## src/suvmc_defs.svh

```systemverilog
// Constants of the supply undervoltage and mode control block
//
// Notes on behaviour
// - Battery dip counts only beyond blanking time
// - Battery event sets battery bit and error
// - Battery timer expiry sets flag, forces sleep
// - Battery flag blocks host and controller ports
// - Core dip counts only beyond blanking time
// - Core event sets core bit and error
// - Core timer expiry blocks host, forces standby
// - Host stays usable while core timer runs
// - Core undervoltage disables transmitter, sets bus-error
// - I/O undervoltage handled like battery undervoltage
// - After reaction time block ports, outputs low
// - I/O dip counts only beyond blanking time
// - I/O event sets bits; expiry sets flag, sleep
// - I/O undervoltage holds receive data, activity and error outputs low
// - Both battery and core down means powered off
// - Powered off: outputs low, functions inoperative; host, controller and guard blocked outputs are held high
// - Either battery or core supply powers up
// - Both supplies good: standby within settle time
// - Incomplete power-up: interim standby, host refused
// - Interim starts detect timers; completion gives standby
// - Expiry in interim sets missing supply flag
// - Recovery during detect timer sets no flag
// - Recovery timer clears flag; relapse keeps it
// - Status bits cleared by power-down or clear
`ifndef SUVMC_DEFS_SVH
`define SUVMC_DEFS_SVH

`define SUVMC_CNT_W 16
`define SUVMC_CLK_NS 50

// Least times, rounded up to whole cycles
`define SUVMC_CYC(ns) (((ns) + `SUVMC_CLK_NS - 1) / `SUVMC_CLK_NS)
`define SUVMC_BAT_BLK_NS 10000
`define SUVMC_BAT_DET_NS 100000
`define SUVMC_BAT_REC_NS 100000
`define SUVMC_CORE_BLK_NS 10000
`define SUVMC_CORE_DET_NS 100000
`define SUVMC_CORE_REC_NS 100000
`define SUVMC_IO_BLK_NS 10000
`define SUVMC_IO_DET_NS 100000
`define SUVMC_IO_REC_NS 100000
`define SUVMC_IO_REACT_NS 1000
`define SUVMC_PWRUP_NS 200000

// Register byte offsets
`define SUVMC_OFS_STATUS 8'h00
`define SUVMC_OFS_CTRL 8'h04
`define SUVMC_OFS_MODE 8'h08
`define SUVMC_OFS_CLEAR 8'h0c

// Status bit positions
`define SUVMC_BIT_BUSERR 4
`define SUVMC_BIT_BATUV 8
`define SUVMC_BIT_COREUV 9
`define SUVMC_BIT_IOUV 10
`define SUVMC_BIT_ERR 11

// Host-selected modes
`define SUVMC_HOST_STANDBY 2'h0
`define SUVMC_HOST_NORMAL 2'h1
`define SUVMC_HOST_RXONLY 2'h2
`define SUVMC_HOST_SLEEP 2'h3

// Effective mode codes
`define SUVMC_MODE_OFF 3'h0
`define SUVMC_MODE_STANDBY 3'h1
`define SUVMC_MODE_NORMAL 3'h2
`define SUVMC_MODE_RXONLY 3'h3
`define SUVMC_MODE_SLEEP 3'h4
`define SUVMC_MODE_INTERIM 3'h5

`define SUVMC_SIR_RST 12'h000

`endif

```

## src/suvmc_pkg.sv

```systemverilog
// Types of the supply undervoltage and mode control block
`include "suvmc_defs.svh"
`default_nettype none
package suvmc_pkg;

    typedef enum logic [1:0] {ST_OFF, ST_POWERUP, ST_INTERIM, ST_RUN} suvmc_state_type;

    typedef struct packed {
        logic bat_uv;
        logic core_uv;
        logic io_uv;
        logic bat_pd;
        logic core_pd;
    } suvmc_supply_type;

    typedef struct packed {
        logic [`SUVMC_CNT_W-1:0] blk;
        logic [`SUVMC_CNT_W-1:0] det;
        logic [`SUVMC_CNT_W-1:0] rec;
        logic det_run;
        logic flag;
        logic evt;
    } suvmc_chan_type;

endpackage : suvmc_pkg
`default_nettype wire

```

## src/suvmc_top.sv

```systemverilog
// Supply undervoltage supervision, power-up sequencing and APB status registers
`include "suvmc_defs.svh"
`default_nettype none
module suvmc_top
    import suvmc_pkg::*;
#(
    parameter logic [15:0] P_BAT_BLK = 16'(`SUVMC_CYC(`SUVMC_BAT_BLK_NS)),
    parameter logic [15:0] P_BAT_DET = 16'(`SUVMC_CYC(`SUVMC_BAT_DET_NS)),
    parameter logic [15:0] P_BAT_REC = 16'(`SUVMC_CYC(`SUVMC_BAT_REC_NS)),
    parameter logic [15:0] P_CORE_BLK = 16'(`SUVMC_CYC(`SUVMC_CORE_BLK_NS)),
    parameter logic [15:0] P_CORE_DET = 16'(`SUVMC_CYC(`SUVMC_CORE_DET_NS)),
    parameter logic [15:0] P_CORE_REC = 16'(`SUVMC_CYC(`SUVMC_CORE_REC_NS)),
    parameter logic [15:0] P_IO_BLK = 16'(`SUVMC_CYC(`SUVMC_IO_BLK_NS)),
    parameter logic [15:0] P_IO_DET = 16'(`SUVMC_CYC(`SUVMC_IO_DET_NS)),
    parameter logic [15:0] P_IO_REC = 16'(`SUVMC_CYC(`SUVMC_IO_REC_NS)),
    parameter logic [15:0] P_IO_REACT = 16'(`SUVMC_CYC(`SUVMC_IO_REACT_NS)),
    parameter logic [15:0] P_PWRUP = 16'(`SUVMC_CYC(`SUVMC_PWRUP_NS))
)
(
    input wire logic i_ref_clk,
    input wire logic i_nrst,
    input wire suvmc_supply_type i_sup,
    input wire logic i_bus_rx_data,
    input wire logic i_bus_rx_act,
    input wire logic i_psel,
    input wire logic i_penable,
    input wire logic i_pwrite,
    input wire logic [7:0] i_paddr,
    input wire logic [31:0] i_pwdata,
    output logic [31:0] o_prdata,
    output logic o_pready,
    output logic o_pslverr,
    output logic [2:0] o_mode,
    output logic o_tx_en,
    output logic o_rx_en,
    output logic o_rx_data,
    output logic o_receive_activity_output,
    output logic o_error_indication_output_n,
    output logic o_not_sleep,
    output logic o_host_blocked,
    output logic o_ctrl_blocked,
    output logic o_guard_blocked
);
    typedef struct packed {
        suvmc_state_type st;
        logic [15:0] pu_cnt;
        logic [15:0] react_cnt;
        logic io_blk;
        suvmc_chan_type bat;
        suvmc_chan_type core;
        suvmc_chan_type io;
        logic [11:0] status_info_register;
        logic [1:0] host_mode;
        logic [31:0] prdata;
        logic pready;
        logic pslverr;
        logic [2:0] mode;
        logic tx_en;
        logic rx_en;
        logic rx_data;
        logic rx_act;
        logic err_n;
        logic not_sleep;
        logic host_blk;
        logic cc_blk;
        logic guard_blk;
    } suvmc_state_all_type;
    localparam suvmc_chan_type CHAN_RST = '0;
    localparam suvmc_state_all_type STATE_RST = '{
        st: ST_OFF,
        pu_cnt: 16'h0000,
        react_cnt: 16'h0000,
        io_blk: 1'b0,
        bat: CHAN_RST,
        core: CHAN_RST,
        io: CHAN_RST,
        status_info_register: `SUVMC_SIR_RST,
        host_mode: `SUVMC_HOST_STANDBY,
        prdata: 32'h0000_0000,
        pready: 1'b0,
        pslverr: 1'b0,
        mode: `SUVMC_MODE_OFF,
        tx_en: 1'b0,
        rx_en: 1'b0,
        rx_data: 1'b0,
        rx_act: 1'b0,
        err_n: 1'b0,
        not_sleep: 1'b0,
        host_blk: 1'b1,
        cc_blk: 1'b1,
        guard_blk: 1'b1
    };
    suvmc_state_all_type s_r;
    suvmc_state_all_type s_nxt;
    // One supply channel: blanking filter, detect timer, flag, recovery timer
    function automatic suvmc_chan_type chan_step(
        input suvmc_chan_type c,
        input logic uv,
        input logic start,
        input logic [15:0] blk_len,
        input logic [15:0] det_len,
        input logic [15:0] rec_len
    );
        suvmc_chan_type n;
        n = c;
        n.evt = 1'b0;
        if (!uv)
        begin
            n.blk = 16'h0000;
        end
        else if (c.blk != blk_len)
        begin
            // Dip must last the full blanking count before it counts
            n.blk = c.blk + 16'h0001;
            n.evt = (c.blk == blk_len - 16'h0001);
        end
        if ((n.evt || start) && !c.det_run && !c.flag)
        begin
            n.det_run = 1'b1;
            n.det = 16'h0000;
        end
        else if (c.det_run)
        begin
            if (!uv)
            begin
                n.det_run = 1'b0;
            end
            else if (c.det == det_len - 16'h0001)
            begin
                n.det_run = 1'b0;
                n.flag = 1'b1;
                n.rec = 16'h0000;
            end
            else
            begin
                n.det = c.det + 16'h0001;
            end
        end
        if (c.flag)
        begin
            if (uv)
            begin
                // Relapse restarts recovery, flag stays
                n.rec = 16'h0000;
            end
            else if (c.rec == rec_len - 16'h0001)
            begin
                n.flag = 1'b0;
                n.rec = 16'h0000;
            end
            else
            begin
                n.rec = c.rec + 16'h0001;
            end
        end
        return n;
    endfunction : chan_step
    logic supplies_ok;
    logic enter_interim;
    logic access;
    logic core_q;
    logic io_q;
    logic any_flag;
    logic lp_sleep;
    logic dig_low;
    always_comb
    begin
        s_nxt = s_r;
        supplies_ok = !i_sup.bat_uv && !i_sup.core_uv;
        enter_interim = (s_r.st == ST_POWERUP) && !supplies_ok &&
                        (s_r.pu_cnt == P_PWRUP - 16'h0001);
        access = i_psel && i_penable && !s_r.pready;
        // Interim entry starts the timers of the missing supplies
        s_nxt.bat = chan_step(s_r.bat, i_sup.bat_uv, enter_interim && i_sup.bat_uv,
                              P_BAT_BLK, P_BAT_DET, P_BAT_REC);
        s_nxt.core = chan_step(s_r.core, i_sup.core_uv, enter_interim && i_sup.core_uv,
                               P_CORE_BLK, P_CORE_DET, P_CORE_REC);
        s_nxt.io = chan_step(s_r.io, i_sup.io_uv, 1'b0, P_IO_BLK, P_IO_DET, P_IO_REC);
        core_q = i_sup.core_uv && (s_r.core.blk == P_CORE_BLK);
        io_q = i_sup.io_uv && (s_r.io.blk == P_IO_BLK);
        // Clear first so that a same-cycle event wins
        if (access && i_pwrite && (i_paddr == `SUVMC_OFS_CLEAR) && i_pwdata[0] &&
            !s_r.io_blk)
        begin
            s_nxt.status_info_register = `SUVMC_SIR_RST;
        end
        if (s_nxt.bat.evt)
        begin
            s_nxt.status_info_register[`SUVMC_BIT_BATUV] = 1'b1;
            s_nxt.status_info_register[`SUVMC_BIT_ERR] = 1'b1;
        end
        if (s_nxt.core.evt)
        begin
            s_nxt.status_info_register[`SUVMC_BIT_COREUV] = 1'b1;
            s_nxt.status_info_register[`SUVMC_BIT_ERR] = 1'b1;
        end
        if (core_q || s_nxt.core.evt)
        begin
            s_nxt.status_info_register[`SUVMC_BIT_BUSERR] = 1'b1;
        end
        if (s_nxt.io.evt)
        begin
            // Latched while software can still read the status register
            s_nxt.status_info_register[`SUVMC_BIT_IOUV] = 1'b1;
            s_nxt.status_info_register[`SUVMC_BIT_ERR] = 1'b1;
        end
        // Port blocking after the reaction time
        if (!io_q)
        begin
            s_nxt.react_cnt = 16'h0000;
            s_nxt.io_blk = 1'b0;
        end
        else if (s_r.react_cnt == P_IO_REACT - 16'h0001)
        begin
            s_nxt.io_blk = 1'b1;
        end
        else
        begin
            s_nxt.react_cnt = s_r.react_cnt + 16'h0001;
        end
        case (s_r.st)
            ST_OFF:
            begin
                // Leaving off needs only one supply above reset
                s_nxt.st = ST_POWERUP;
                s_nxt.pu_cnt = 16'h0000;
            end
            ST_POWERUP:
            begin
                if (supplies_ok)
                begin
                    s_nxt.st = ST_RUN;
                    s_nxt.host_mode = `SUVMC_HOST_STANDBY;
                end
                else if (enter_interim)
                begin
                    s_nxt.st = ST_INTERIM;
                end
                else
                begin
                    s_nxt.pu_cnt = s_r.pu_cnt + 16'h0001;
                end
            end
            ST_INTERIM:
            begin
                if (supplies_ok || s_nxt.bat.flag || s_nxt.core.flag)
                begin
                    s_nxt.st = ST_RUN;
                    s_nxt.host_mode = `SUVMC_HOST_STANDBY;
                end
            end
            ST_RUN:
            begin
                s_nxt.st = ST_RUN;
            end
            default:
            begin
                s_nxt.st = ST_OFF;
            end
        endcase
        any_flag = s_nxt.bat.flag || s_nxt.core.flag || s_nxt.io.flag;
        lp_sleep = s_nxt.bat.flag || s_nxt.io.flag;
        // Detect timers running alone never block the host
        s_nxt.host_blk = (s_nxt.st != ST_RUN) || any_flag || s_nxt.io_blk;
        s_nxt.cc_blk = lp_sleep || s_nxt.io_blk || (s_nxt.st == ST_OFF);
        s_nxt.guard_blk = s_nxt.io_blk || (s_nxt.st == ST_OFF);
        // APB slave: one wait state, then answer
        s_nxt.pready = access;
        s_nxt.pslverr = 1'b0;
        s_nxt.prdata = 32'h0000_0000;
        if (access)
        begin
            case (i_paddr)
                `SUVMC_OFS_STATUS:
                begin
                    if (s_r.io_blk)
                    begin
                        s_nxt.pslverr = !i_pwrite;
                    end
                    else if (!i_pwrite)
                    begin
                        s_nxt.prdata = {20'h00000, s_r.status_info_register};
                    end
                end
                `SUVMC_OFS_CTRL:
                begin
                    if (i_pwrite && s_r.host_blk)
                    begin
                        // Refused in interim, under any flag or port block
                        s_nxt.pslverr = 1'b1;
                    end
                    else if (i_pwrite)
                    begin
                        s_nxt.host_mode = i_pwdata[1:0];
                    end
                    else
                    begin
                        s_nxt.prdata = {30'h0000_0000, s_r.host_mode};
                    end
                end
                `SUVMC_OFS_MODE:
                begin
                    if (!i_pwrite)
                    begin
                        s_nxt.prdata = {24'h000000, s_r.host_blk, s_r.io.flag,
                                        s_r.core.flag, s_r.bat.flag, 1'b0, s_r.mode};
                    end
                end
                `SUVMC_OFS_CLEAR:
                begin
                    s_nxt.pslverr = s_r.io_blk && i_pwrite;
                end
                default:
                begin
                    s_nxt.pslverr = 1'b1;
                end
            endcase
        end
        // Flags override the host-selected mode
        if (s_nxt.st == ST_OFF)
        begin
            s_nxt.mode = `SUVMC_MODE_OFF;
        end
        else if (s_nxt.st != ST_RUN)
        begin
            s_nxt.mode = `SUVMC_MODE_INTERIM;
        end
        else if (lp_sleep)
        begin
            s_nxt.mode = `SUVMC_MODE_SLEEP;
        end
        else if (s_nxt.core.flag)
        begin
            s_nxt.mode = `SUVMC_MODE_STANDBY;
        end
        else
        begin
            case (s_nxt.host_mode)
                `SUVMC_HOST_NORMAL:
                begin
                    s_nxt.mode = `SUVMC_MODE_NORMAL;
                end
                `SUVMC_HOST_RXONLY:
                begin
                    s_nxt.mode = `SUVMC_MODE_RXONLY;
                end
                `SUVMC_HOST_SLEEP:
                begin
                    s_nxt.mode = `SUVMC_MODE_SLEEP;
                end
                default:
                begin
                    s_nxt.mode = `SUVMC_MODE_STANDBY;
                end
            endcase
        end
        s_nxt.tx_en = (s_nxt.mode == `SUVMC_MODE_NORMAL) && !i_sup.core_uv;
        s_nxt.rx_en = (s_nxt.mode == `SUVMC_MODE_NORMAL) ||
                      (s_nxt.mode == `SUVMC_MODE_RXONLY);
        s_nxt.not_sleep = (s_nxt.mode != `SUVMC_MODE_SLEEP) &&
                          (s_nxt.mode != `SUVMC_MODE_OFF);
        // Idle receive lines sit high; pins are only trusted with a good reference
        dig_low = s_nxt.io_blk || (s_nxt.st == ST_OFF);
        s_nxt.rx_data = !dig_low && (!s_nxt.rx_en || i_bus_rx_data);
        s_nxt.rx_act = !dig_low && s_nxt.rx_en && i_bus_rx_act;
        s_nxt.err_n = !dig_low && !s_nxt.status_info_register[`SUVMC_BIT_ERR];
        // Both supplies gone: volatile state is lost
        if (i_sup.bat_pd && i_sup.core_pd)
        begin
            s_nxt = STATE_RST;
        end
    end
    always_ff @(posedge i_ref_clk or negedge i_nrst)
    begin
        if (!i_nrst)
        begin
            s_r <= STATE_RST;
        end
        else
        begin
            s_r <= s_nxt;
        end
    end
    assign o_prdata = s_r.prdata;
    assign o_pready = s_r.pready;
    assign o_pslverr = s_r.pslverr;
    assign o_mode = s_r.mode;
    assign o_tx_en = s_r.tx_en;
    assign o_rx_en = s_r.rx_en;
    assign o_rx_data = s_r.rx_data;
    assign o_receive_activity_output = s_r.rx_act;
    assign o_error_indication_output_n = s_r.err_n;
    assign o_not_sleep = s_r.not_sleep;
    assign o_host_blocked = s_r.host_blk;
    assign o_ctrl_blocked = s_r.cc_blk;
    assign o_guard_blocked = s_r.guard_blk;
endmodule : suvmc_top
`default_nettype wire

```

## config.mk

```make
export PLATFORM = sky130hd
export DESIGN_NAME = suvmc_top
export DESIGN_NICKNAME = d
export VERILOG_FILES = /design/src/suvmc_pkg.sv /design/src/suvmc_top.sv
export VERILOG_INCLUDE_DIRS = /design/src /design/src/src
export SDC_FILE = /design/constraint.sdc
export NUM_CORES = 1
export LEC_CHECK = 0
export CAP_MARGIN = 20
export CORE_MARGIN = 8
export CORE_UTILIZATION = 56
export DETAILED_ROUTE_END_ITERATION = 6
export DONT_BUFFER_PORTS = 1
export PLACE_DENSITY = 0.8
export SLEW_MARGIN = 20
export SYNTH_ARGS = -nofsm -noshare
export SYNTH_HDL_FRONTEND = slang
export SYNTH_SLANG_ARGS = --single-unit
```

## constraint.sdc

```tcl
create_clock -name i_ref_clk -period 3.25 [get_ports i_ref_clk]
set_input_delay 0.325 -clock i_ref_clk [delete_from_list [all_inputs] [get_ports i_ref_clk]]
set_output_delay 0.325 -clock i_ref_clk [all_outputs]
set_load 0.1 [all_outputs]
```

; ---- Word-level counts from Yosys, hierarchy flattened
; Index checks and enable logic that the tools add are counted.
[word_totals]
regBits = 245
in_bits = 52
out_inout_bits = 46
word_cells = 280
[classes]
mux = 99
n_eq_ne = 41
reduce_logical = 90
addsub = 11
[op_table]
columns = operator, count
row1 = $mux W16, 27
row2 = $mux W248, 1
row3 = $add A16 B1 Y16 const B, 11
row4 = $mux W34, 5
row5 = $mux W32, 4
row6 = $eq A16 B11 Y1 const B, 6
row7 = $pmux W32 S3, 1
row8 = $eq A16 B8 Y1 const B, 5
row9 = $reduce_bool A3 Y1, 21
row10 = $mux W18, 3
row11 = $ne A16 B8 Y1 const B, 3
row12 = $mux W1, 36
row13 = $pmux W16 S2, 1
row14 = $logic_and A1 B1 Y1, 28
row15 = $ne A3 B2 Y1 const B, 9
row16 = $mux W12, 2
row17 = $mux W2, 9
row18 = $mux W17, 1
row19 = $eq A16 B12 Y1 const B, 1
row20 = $eq A16 B5 Y1 const B, 1
row21 = $eq A8 B4 Y1 const B, 2
row22 = $logic_not A1 Y1, 15
row23 = $logic_or A1 B1 Y1, 15
row24 = $mux W3, 4
row25 = 17 further kinds, 30

; ---- Logic depth before layout (Yosys ltp)
; Gate-level depths: netlist (run 1).
[logic_depth]
ltp_word = 33
depth_mapped = 13
mapped_depth_nobuf = 13

; ---- Least setup slack after synthesis (run 1)
; Ideal clock, no wire load.
[synth_timing]
path_type = reg-to-reg
start = reg s_r[118] in the netlist's numbering
end = reg s_r, in the netlist o_receive_activity_output
slack_ps = 38
stages_incl_launch_ff = 12
n_path_buf = 0
synth_period_minus_slack_ps = 3212
arrival_time_ps = 3117
t_required_ps = 3155
setup_ps = 95
path_cell_list = dfrtp_1 or4_1 or4_4 nor3_4 a2bb2o_4 o31ai_1 a22oi_1 inv_1 ha_1 nand2_1 or4_4 nor4b_2
[synth_lines]
columns = item, line
row1 = start: declaration, suvmc_top.sv:93  ; suvmc_state_all_type s_r;
row2 = start signal: assignment, suvmc_top.sv:381  ; s_r <= s_nxt;

==> reports/qor.yml, run 1 <==
place_congestion: 0.8246
hold_viol_final: 218
insertion_delay_ns: 0.51
grt_overflow: 0
maxSlewHeadroom_pct: 37.01
drv_slew: 0
hold_class: "input pin to async pin"
hold_ws_ns: -0.4871
placementRows: 52
intPower_w: 0.004570
ys_ff_latch: 218
via_per_inst: 5.703
worst_pin_slew_ns: 0.9456
io_buffers: 0
postRouteAntennaNets: 0
p_sw_share_pct: 29.41
fin_ws_ns: 0.01216
top_register: "s_r"
peakVddDrop_mv: 0.3381
rsz0062_at_grt: "yes"
seq_power_share_pct: 49.5
fmax_mhz: 308.8
wl_mm: 23.42
dieArea_um2: 24890
grtUsageTotal_pct: 19.21
fin_nets: 1291
cts.path.max_buffers: 3
synth-edff-count: 0
drtIter0Drc: 561
syn-instance-count: 1199
start_util_pct: 56.35
die_height_um: 157.8
fin_crit_sh_pct: 99.63
p_leak_nw: 5.550
vias: 8577
clk_pin_slew_ns: 0.06
ctsHoldBuffers: 5
layout-drive-gt1-share_pct: 8.104
grt_start_max_net_pins: 219
synth_warnings: 0
powerDensity_nw_per_um2: 523.1
synth-async-reset-ratio_pct: 100.0
cts-htree-levels: 1
largest_reg_flops: 192
antenna_found_initial: 0
reg2reg_slack_ns: 0.01
drc_errors: 0
cts_tree: "built"
cp-end-kind: "flop"
finalCriticalPeriod_ns: 3.238
clkPwrFrac_pct: 40.1
grt_pass1_vias: 8407
final_common_cell: "dfrtp_1"
worstPathArrival_ns: 3.68
synthDistinctLibCells: 69
ys_seq_area_share_pct: 48.50
required_ns: 3.69
cts_sinks: 218
wl_per_cell_um: 15.57
areaGrowthSynthToFinish_pct: 9.960
antenna_cells: 0
root_buffer: "clkbuf_16"
grt_pass1_wl_mm: 39.93
hpwlAfterDp_mm: 15.67
power_switching_w: 0.001904
status: "finished with violations"
synth_area_um2: 11260
comb_power_share_pct: 10.4
postSynthAreaPerCell_um2: 9.388
synthFlopType: "dfrtp_1"
numCtsBuffers: 24
pin_count: 98
violations: "negative hold slack"
path_max_fanout: 5
finalPower_w: 0.006474
dieWidth_um: 157.8
maxCapViolCount: 0
clock_skew_ns: 0.008617
core-area_um2: 19970
startpoint_type: "flop"
firstDrtPassIters: 4
mostFrequentLayoutCells: "dfrtp_1 (215), nor2_1 (189), xor2_1 (86)"
pre_cts_ws_ns: -0.08490
criticalPathCategory: "flop to flop"
setup_viol: 0
-- critical path: stages (launching register included) --
cell and delay [ns]:
dfrtp_1 0.37, or4_1 0.50, or4_4 0.45, nor3_4 0.18
a2bb2o_4 0.25, o31ai_4 0.27, a22oi_2 0.10, inv_1 0.10
ha_1 0.13, nand2_1 0.04, or4_4 0.47, nor2_4 0.12
and4b_1 0.20
-- per-layer routing --
metal,vias to the layer above,routed length (um),global-route usage [%],part of all wire [%]
met2,183,11350,32.97,48
met3,38,1388,3.331,5.9
met1,4179,10180,24.32,43
li1,4177,-,-,-
met4,0,489,5.893,2.1
met5,-,0,0,0
-- through the flow --
stage	instance area, um^2	std cells	hold slack (ns)	setup TNS [ns]	utilization [%]
floorplan	11330	1219	0.02941	0	-
global placement	11520	1454	0.03515	-0.02010	57.68
detailed placement	11520	1454	0.03642	-0.1845	57.68
CTS	12350	1502	-0.5022	0	61.85
global route	12380	1504	-0.5072	-0.4676	61.96
finish	12380	1504	-0.4871	0	61.96
-- path summary, 6_finish.rpt --
check | start | endpoint | cells past startpoint
setup / recovery | s_r[118] | o_tx_en | 12
hold / removal | i_nrst | s_r[218] | 0
max in group asynchronous | i_nrst | s_r[82] | 0
min in group i_ref_clk | i_bus_rx_data | o_rx_data | 2
setup reg to reg | s_r[118] | o_tx_en | 12
hold reg to reg | s_r[78] | s_r[78] | 1
-- cells in the mapped netlist (13+ instances only) --
cell type,number,area share (%)
nand4_1,33,1.8
clkbuf_1,30,1.0
o21ai_0,58,2.6
dfrtp_1,215,48
and4_1,13,1.0
xnor2_1,27,2.1
nor2b_1,16,0.89
and3_1,44,2.4
a21oi_1,33,1.5
nor4_1,16,0.89
or3_1,22,1.2
o31ai_1,13,0.87
xor2_1,86,6.7
inv_1,34,1.1
nor3_1,24,1.1
ha_1,22,2.4
nor2_1,189,6.3
nand2_1,84,2.8
nand3_1,80,3.6
buf_4,35,2.3
-- cells by family (layout without fill, tap and decap cells) --
kind of cell	count (synthesis)	after routing	synth area share, %
and+or+nand+nor	584	584	26.55
DFF	218	218	48.50
AOI/OAI and AO/OA	152	152	8.337
xor gates and xnor gates	113	113	8.793
buffers and inverters	100	115	4.513
adders and majority gates	22	22	2.445
muxes	9	9	0.8337
other	1	21	0.03332
-- final cells by class --
cell class / count / area (um^2)
fill: 1594 / 7597
sequential: 218 / 5459
multi-input combinational: 901 / 5393
clock buffer: 37 / 700.7
tap: 270 / 337.8
timing repair buffer: 38 / 301.5
inverter: 34 / 127.6
clock inverter: 6 / 57.56
-- power groups by stage --
stage / logic [W] / clock network (W) / registers, W
after floorplan: 0.000601 / 0 / 0.00315
after global placement: 0.000624 / 0 / 0.00325
after detailed placement: 0.000636 / 0 / 0.00325
after CTS: 0.000670 / 0.00265 / 0.00320
after global routing: 0.000728 / 0.00278 / 0.00321
final: 0.000675 / 0.00260 / 0.00320
-- timing repair --
action                                  in CTS  in global routing
hold endpoints to repair                   226                218
pin swaps                                    0                  1
resized for setup                            4                  2
endpoints found under the setup margin       3                  5
setup buffers                                0                  2
No activity file was read; power rests on OpenSTA's default activity.
==> run 2, diff against run 1 <==
--- a/config.mk
+++ b/config.mk
@@ -7,11 +7,12 @@
 export NUM_CORES = 1
 export LEC_CHECK = 0
 export CAP_MARGIN = 20
+export CORE_ASPECT_RATIO = 1.2
 export CORE_MARGIN = 8
 export CORE_UTILIZATION = 56
 export DETAILED_ROUTE_END_ITERATION = 6
 export DONT_BUFFER_PORTS = 1
-export PLACE_DENSITY = 0.8
+export PLACE_DENSITY_LB_ADDON = 0.05
 export SLEW_MARGIN = 20
 export SYNTH_ARGS = -nofsm -noshare
 export SYNTH_HDL_FRONTEND = slang
==> reports/qor.yml, run 2 (same netlist as run 1, synthesis figures left out) <==
status: "finished with violations"
violations: "negative hold slack"
fin_setup_tns_ns: 0  # unchanged
dieWidth_um: 145.4  # -7.8%
clkPwrFrac_pct: 41.5  # +1.4 points
startpoint_type: "flop"
criticalPathCategory: "flop to flop"
numCtsBuffers: 24  # unchanged
cts.path.max_buffers: 3  # unchanged
grtUsageTotal_pct: 18.34  # -0.86 points
hpwlAfterDp_mm: 15.52  # -1.0%
via_per_inst: 5.644  # -1.0%
rsz0062_at_grt: "yes"
largest_reg_flops: 192  # unchanged
die_height_um: 171.3  # +8.6%
seq_power_share_pct: 48.4  # -1.1 points
dieArea_um2: 24910  # about the same
fin_nets: 1291  # unchanged
core-area_um2: 19970  # about the same
worst_pin_slew_ns: 0.9272  # -0.01832 ns
vias: 8461  # -1.4%
path_max_fanout: 5  # unchanged
peakVddDrop_mv: 0.5129  # +52%
mostFrequentLayoutCells: "dfrtp_1 (215), nor2_1 (189), xor2_1 (86)"
hold_class: "input pin to async pin"
intPower_w: 0.004699  # +2.8%
hold_ws_ns: -0.4898  # -0.002750 ns
p_sw_share_pct: 28.94  # -0.47 points
clock_skew_ns: 0.01826  # +0.009641 ns
cts_sinks: 218  # unchanged
cp-end-kind: "flop"
drc_errors: 0  # unchanged
wl_per_cell_um: 15.22  # -2.2%
layout-drive-gt1-share_pct: 8.185  # +0.081 points
maxCapViolCount: 0  # unchanged
worstPathArrival_ns: 3.65  # -0.03 ns
pin_count: 98  # unchanged
num-fill-cells: 1728  # +8.4%
setup_viol: 0  # unchanged
final_common_cell: "dfrtp_1"
finalCriticalPeriod_ns: 3.198  # -0.03993 ns
io_buffers: 0  # unchanged
hold_viol_final: 218  # unchanged
antenna_found_initial: 0  # unchanged
place_congestion: 0.8002  # -3.0%
maxSlewHeadroom_pct: 38.18  # +1.2 points
p_leak_nw: 5.558  # +0.15%
cts-htree-levels: 1  # unchanged
ctsHoldBuffers: 6  # +1
grt_start_max_net_pins: 219  # unchanged
start_util_pct: 56.37  # about the same
drv_slew: 0  # unchanged
grt_overflow: 0  # unchanged
wl_mm: 22.81  # -2.6%
comb_power_share_pct: 10.1  # -0.3 points
clk_pin_slew_ns: 0.06  # about the same
antenna_cells: 0  # unchanged
firstDrtPassIters: 4  # unchanged
fin_ws_ns: 0.05210  # +0.03993 ns
grt_pass1_vias: 8258  # -1.8%
placementRows: 57  # +9.6%
required_ns: 3.70  # about the same
insertion_delay_ns: 0.52  # about the same
root_buffer: "clkbuf_16"
cts_tree: "built"
power_switching_w: 0.001914  # +0.53%
postRouteAntennaNets: 0  # unchanged
pre_cts_ws_ns: -0.1021  # -0.01720 ns
grt_pass1_wl_mm: 39.18  # -1.9%
drtIter0Drc: 455  # -19%
top_register: "s_r"
areaGrowthSynthToFinish_pct: 10.26
fmax_mhz: 312.7  # +1.2%
powerDensity_nw_per_um2: 532.9  # +1.9%
fin_crit_sh_pct: 98.40  # -1.2 points
## run 2: path summary, 6_finish.rpt
check | from | endpoint | slack (ns) | cells after the start
setup / recovery | s_r[118] | o_tx_en | 0.05 | 12
hold / removal | i_nrst | s_r[225] | -0.49 | 0
setup reg to reg | s_r[118] | o_tx_en | 0.05 | 12
hold reg to reg | s_r[78] | s_r[78] | 0.49 | 1
max in group asynchronous | i_nrst | o_host_blocked | 3.50 | 0
min in group i_ref_clk | i_sup[3] | o_tx_en | 0.03 | 1
## run 2: stage by stage
step | instances | power (W) | area [um^2] | utilization (%)
floorplan | 1219 | 0.003746 | 11330 | -
global placement | 1449 | 0.003896 | 11510 | 57.66
detailed placement | 1449 | 0.003899 | 11510 | 57.66
CTS | 1498 | 0.006693 | 12400 | 62.11
global route | 1499 | 0.006852 | 12410 | 62.15
finish | 1499 | 0.006614 | 12410 | 62.15
## run 2: power groups by stage
stage | Sequential [W] | Clock, W | Combinational, W
after floorplan | 0.00315 | 0 | 0.000601
after global placement | 0.00325 | 0 | 0.000645
after detailed placement | 0.00325 | 0 | 0.000647
after CTS | 0.00320 | 0.00282 | 0.000673
after global routing | 0.00321 | 0.00291 | 0.000733
final | 0.00320 | 0.00275 | 0.000667
## run 2: area by class of cell
class                      instances  area [um^2]  share of cell area (%)
timing repair buffer              38        300.3                   2.420
clock inverter                     7        92.59                  0.7460
sequential                       218         5459                   43.99
inverter                          34        127.6                   1.028
tap                              265        331.6                   2.672
multi-input combinational        901         5383                   43.37
clock buffer                      36        716.9                   5.777
## run 2: what timing repair did
action                     4_1_cts  5_1_grt
setup endpoints to repair        3        4
setup buffers                    0        1
hold endpoints to repair       227      218
gates resized for setup          3        1
## run 2: critical path: stages, from the launching register on
cell and delay, ns:
dfrtp_1 0.37, or4_1 0.51, or4_4 0.45, nor3_4 0.17, a2bb2o_4 0.25, o31ai_4 0.27, a22oi_1 0.12, inv_1 0.08
ha_1 0.11, nand2_1 0.05, or4_4 0.47, nor2_4 0.10, and4b_1 0.19
## run 2: metal layers
metal	global-route usage (%)	vias to the layer above	part of all wire, %
li1	-	4168	-
met1	23.92	4119	47
met2	31.20	136	47
met3	3.158	38	4.2
met4	5.077	0	1.9
met5	0	-	0
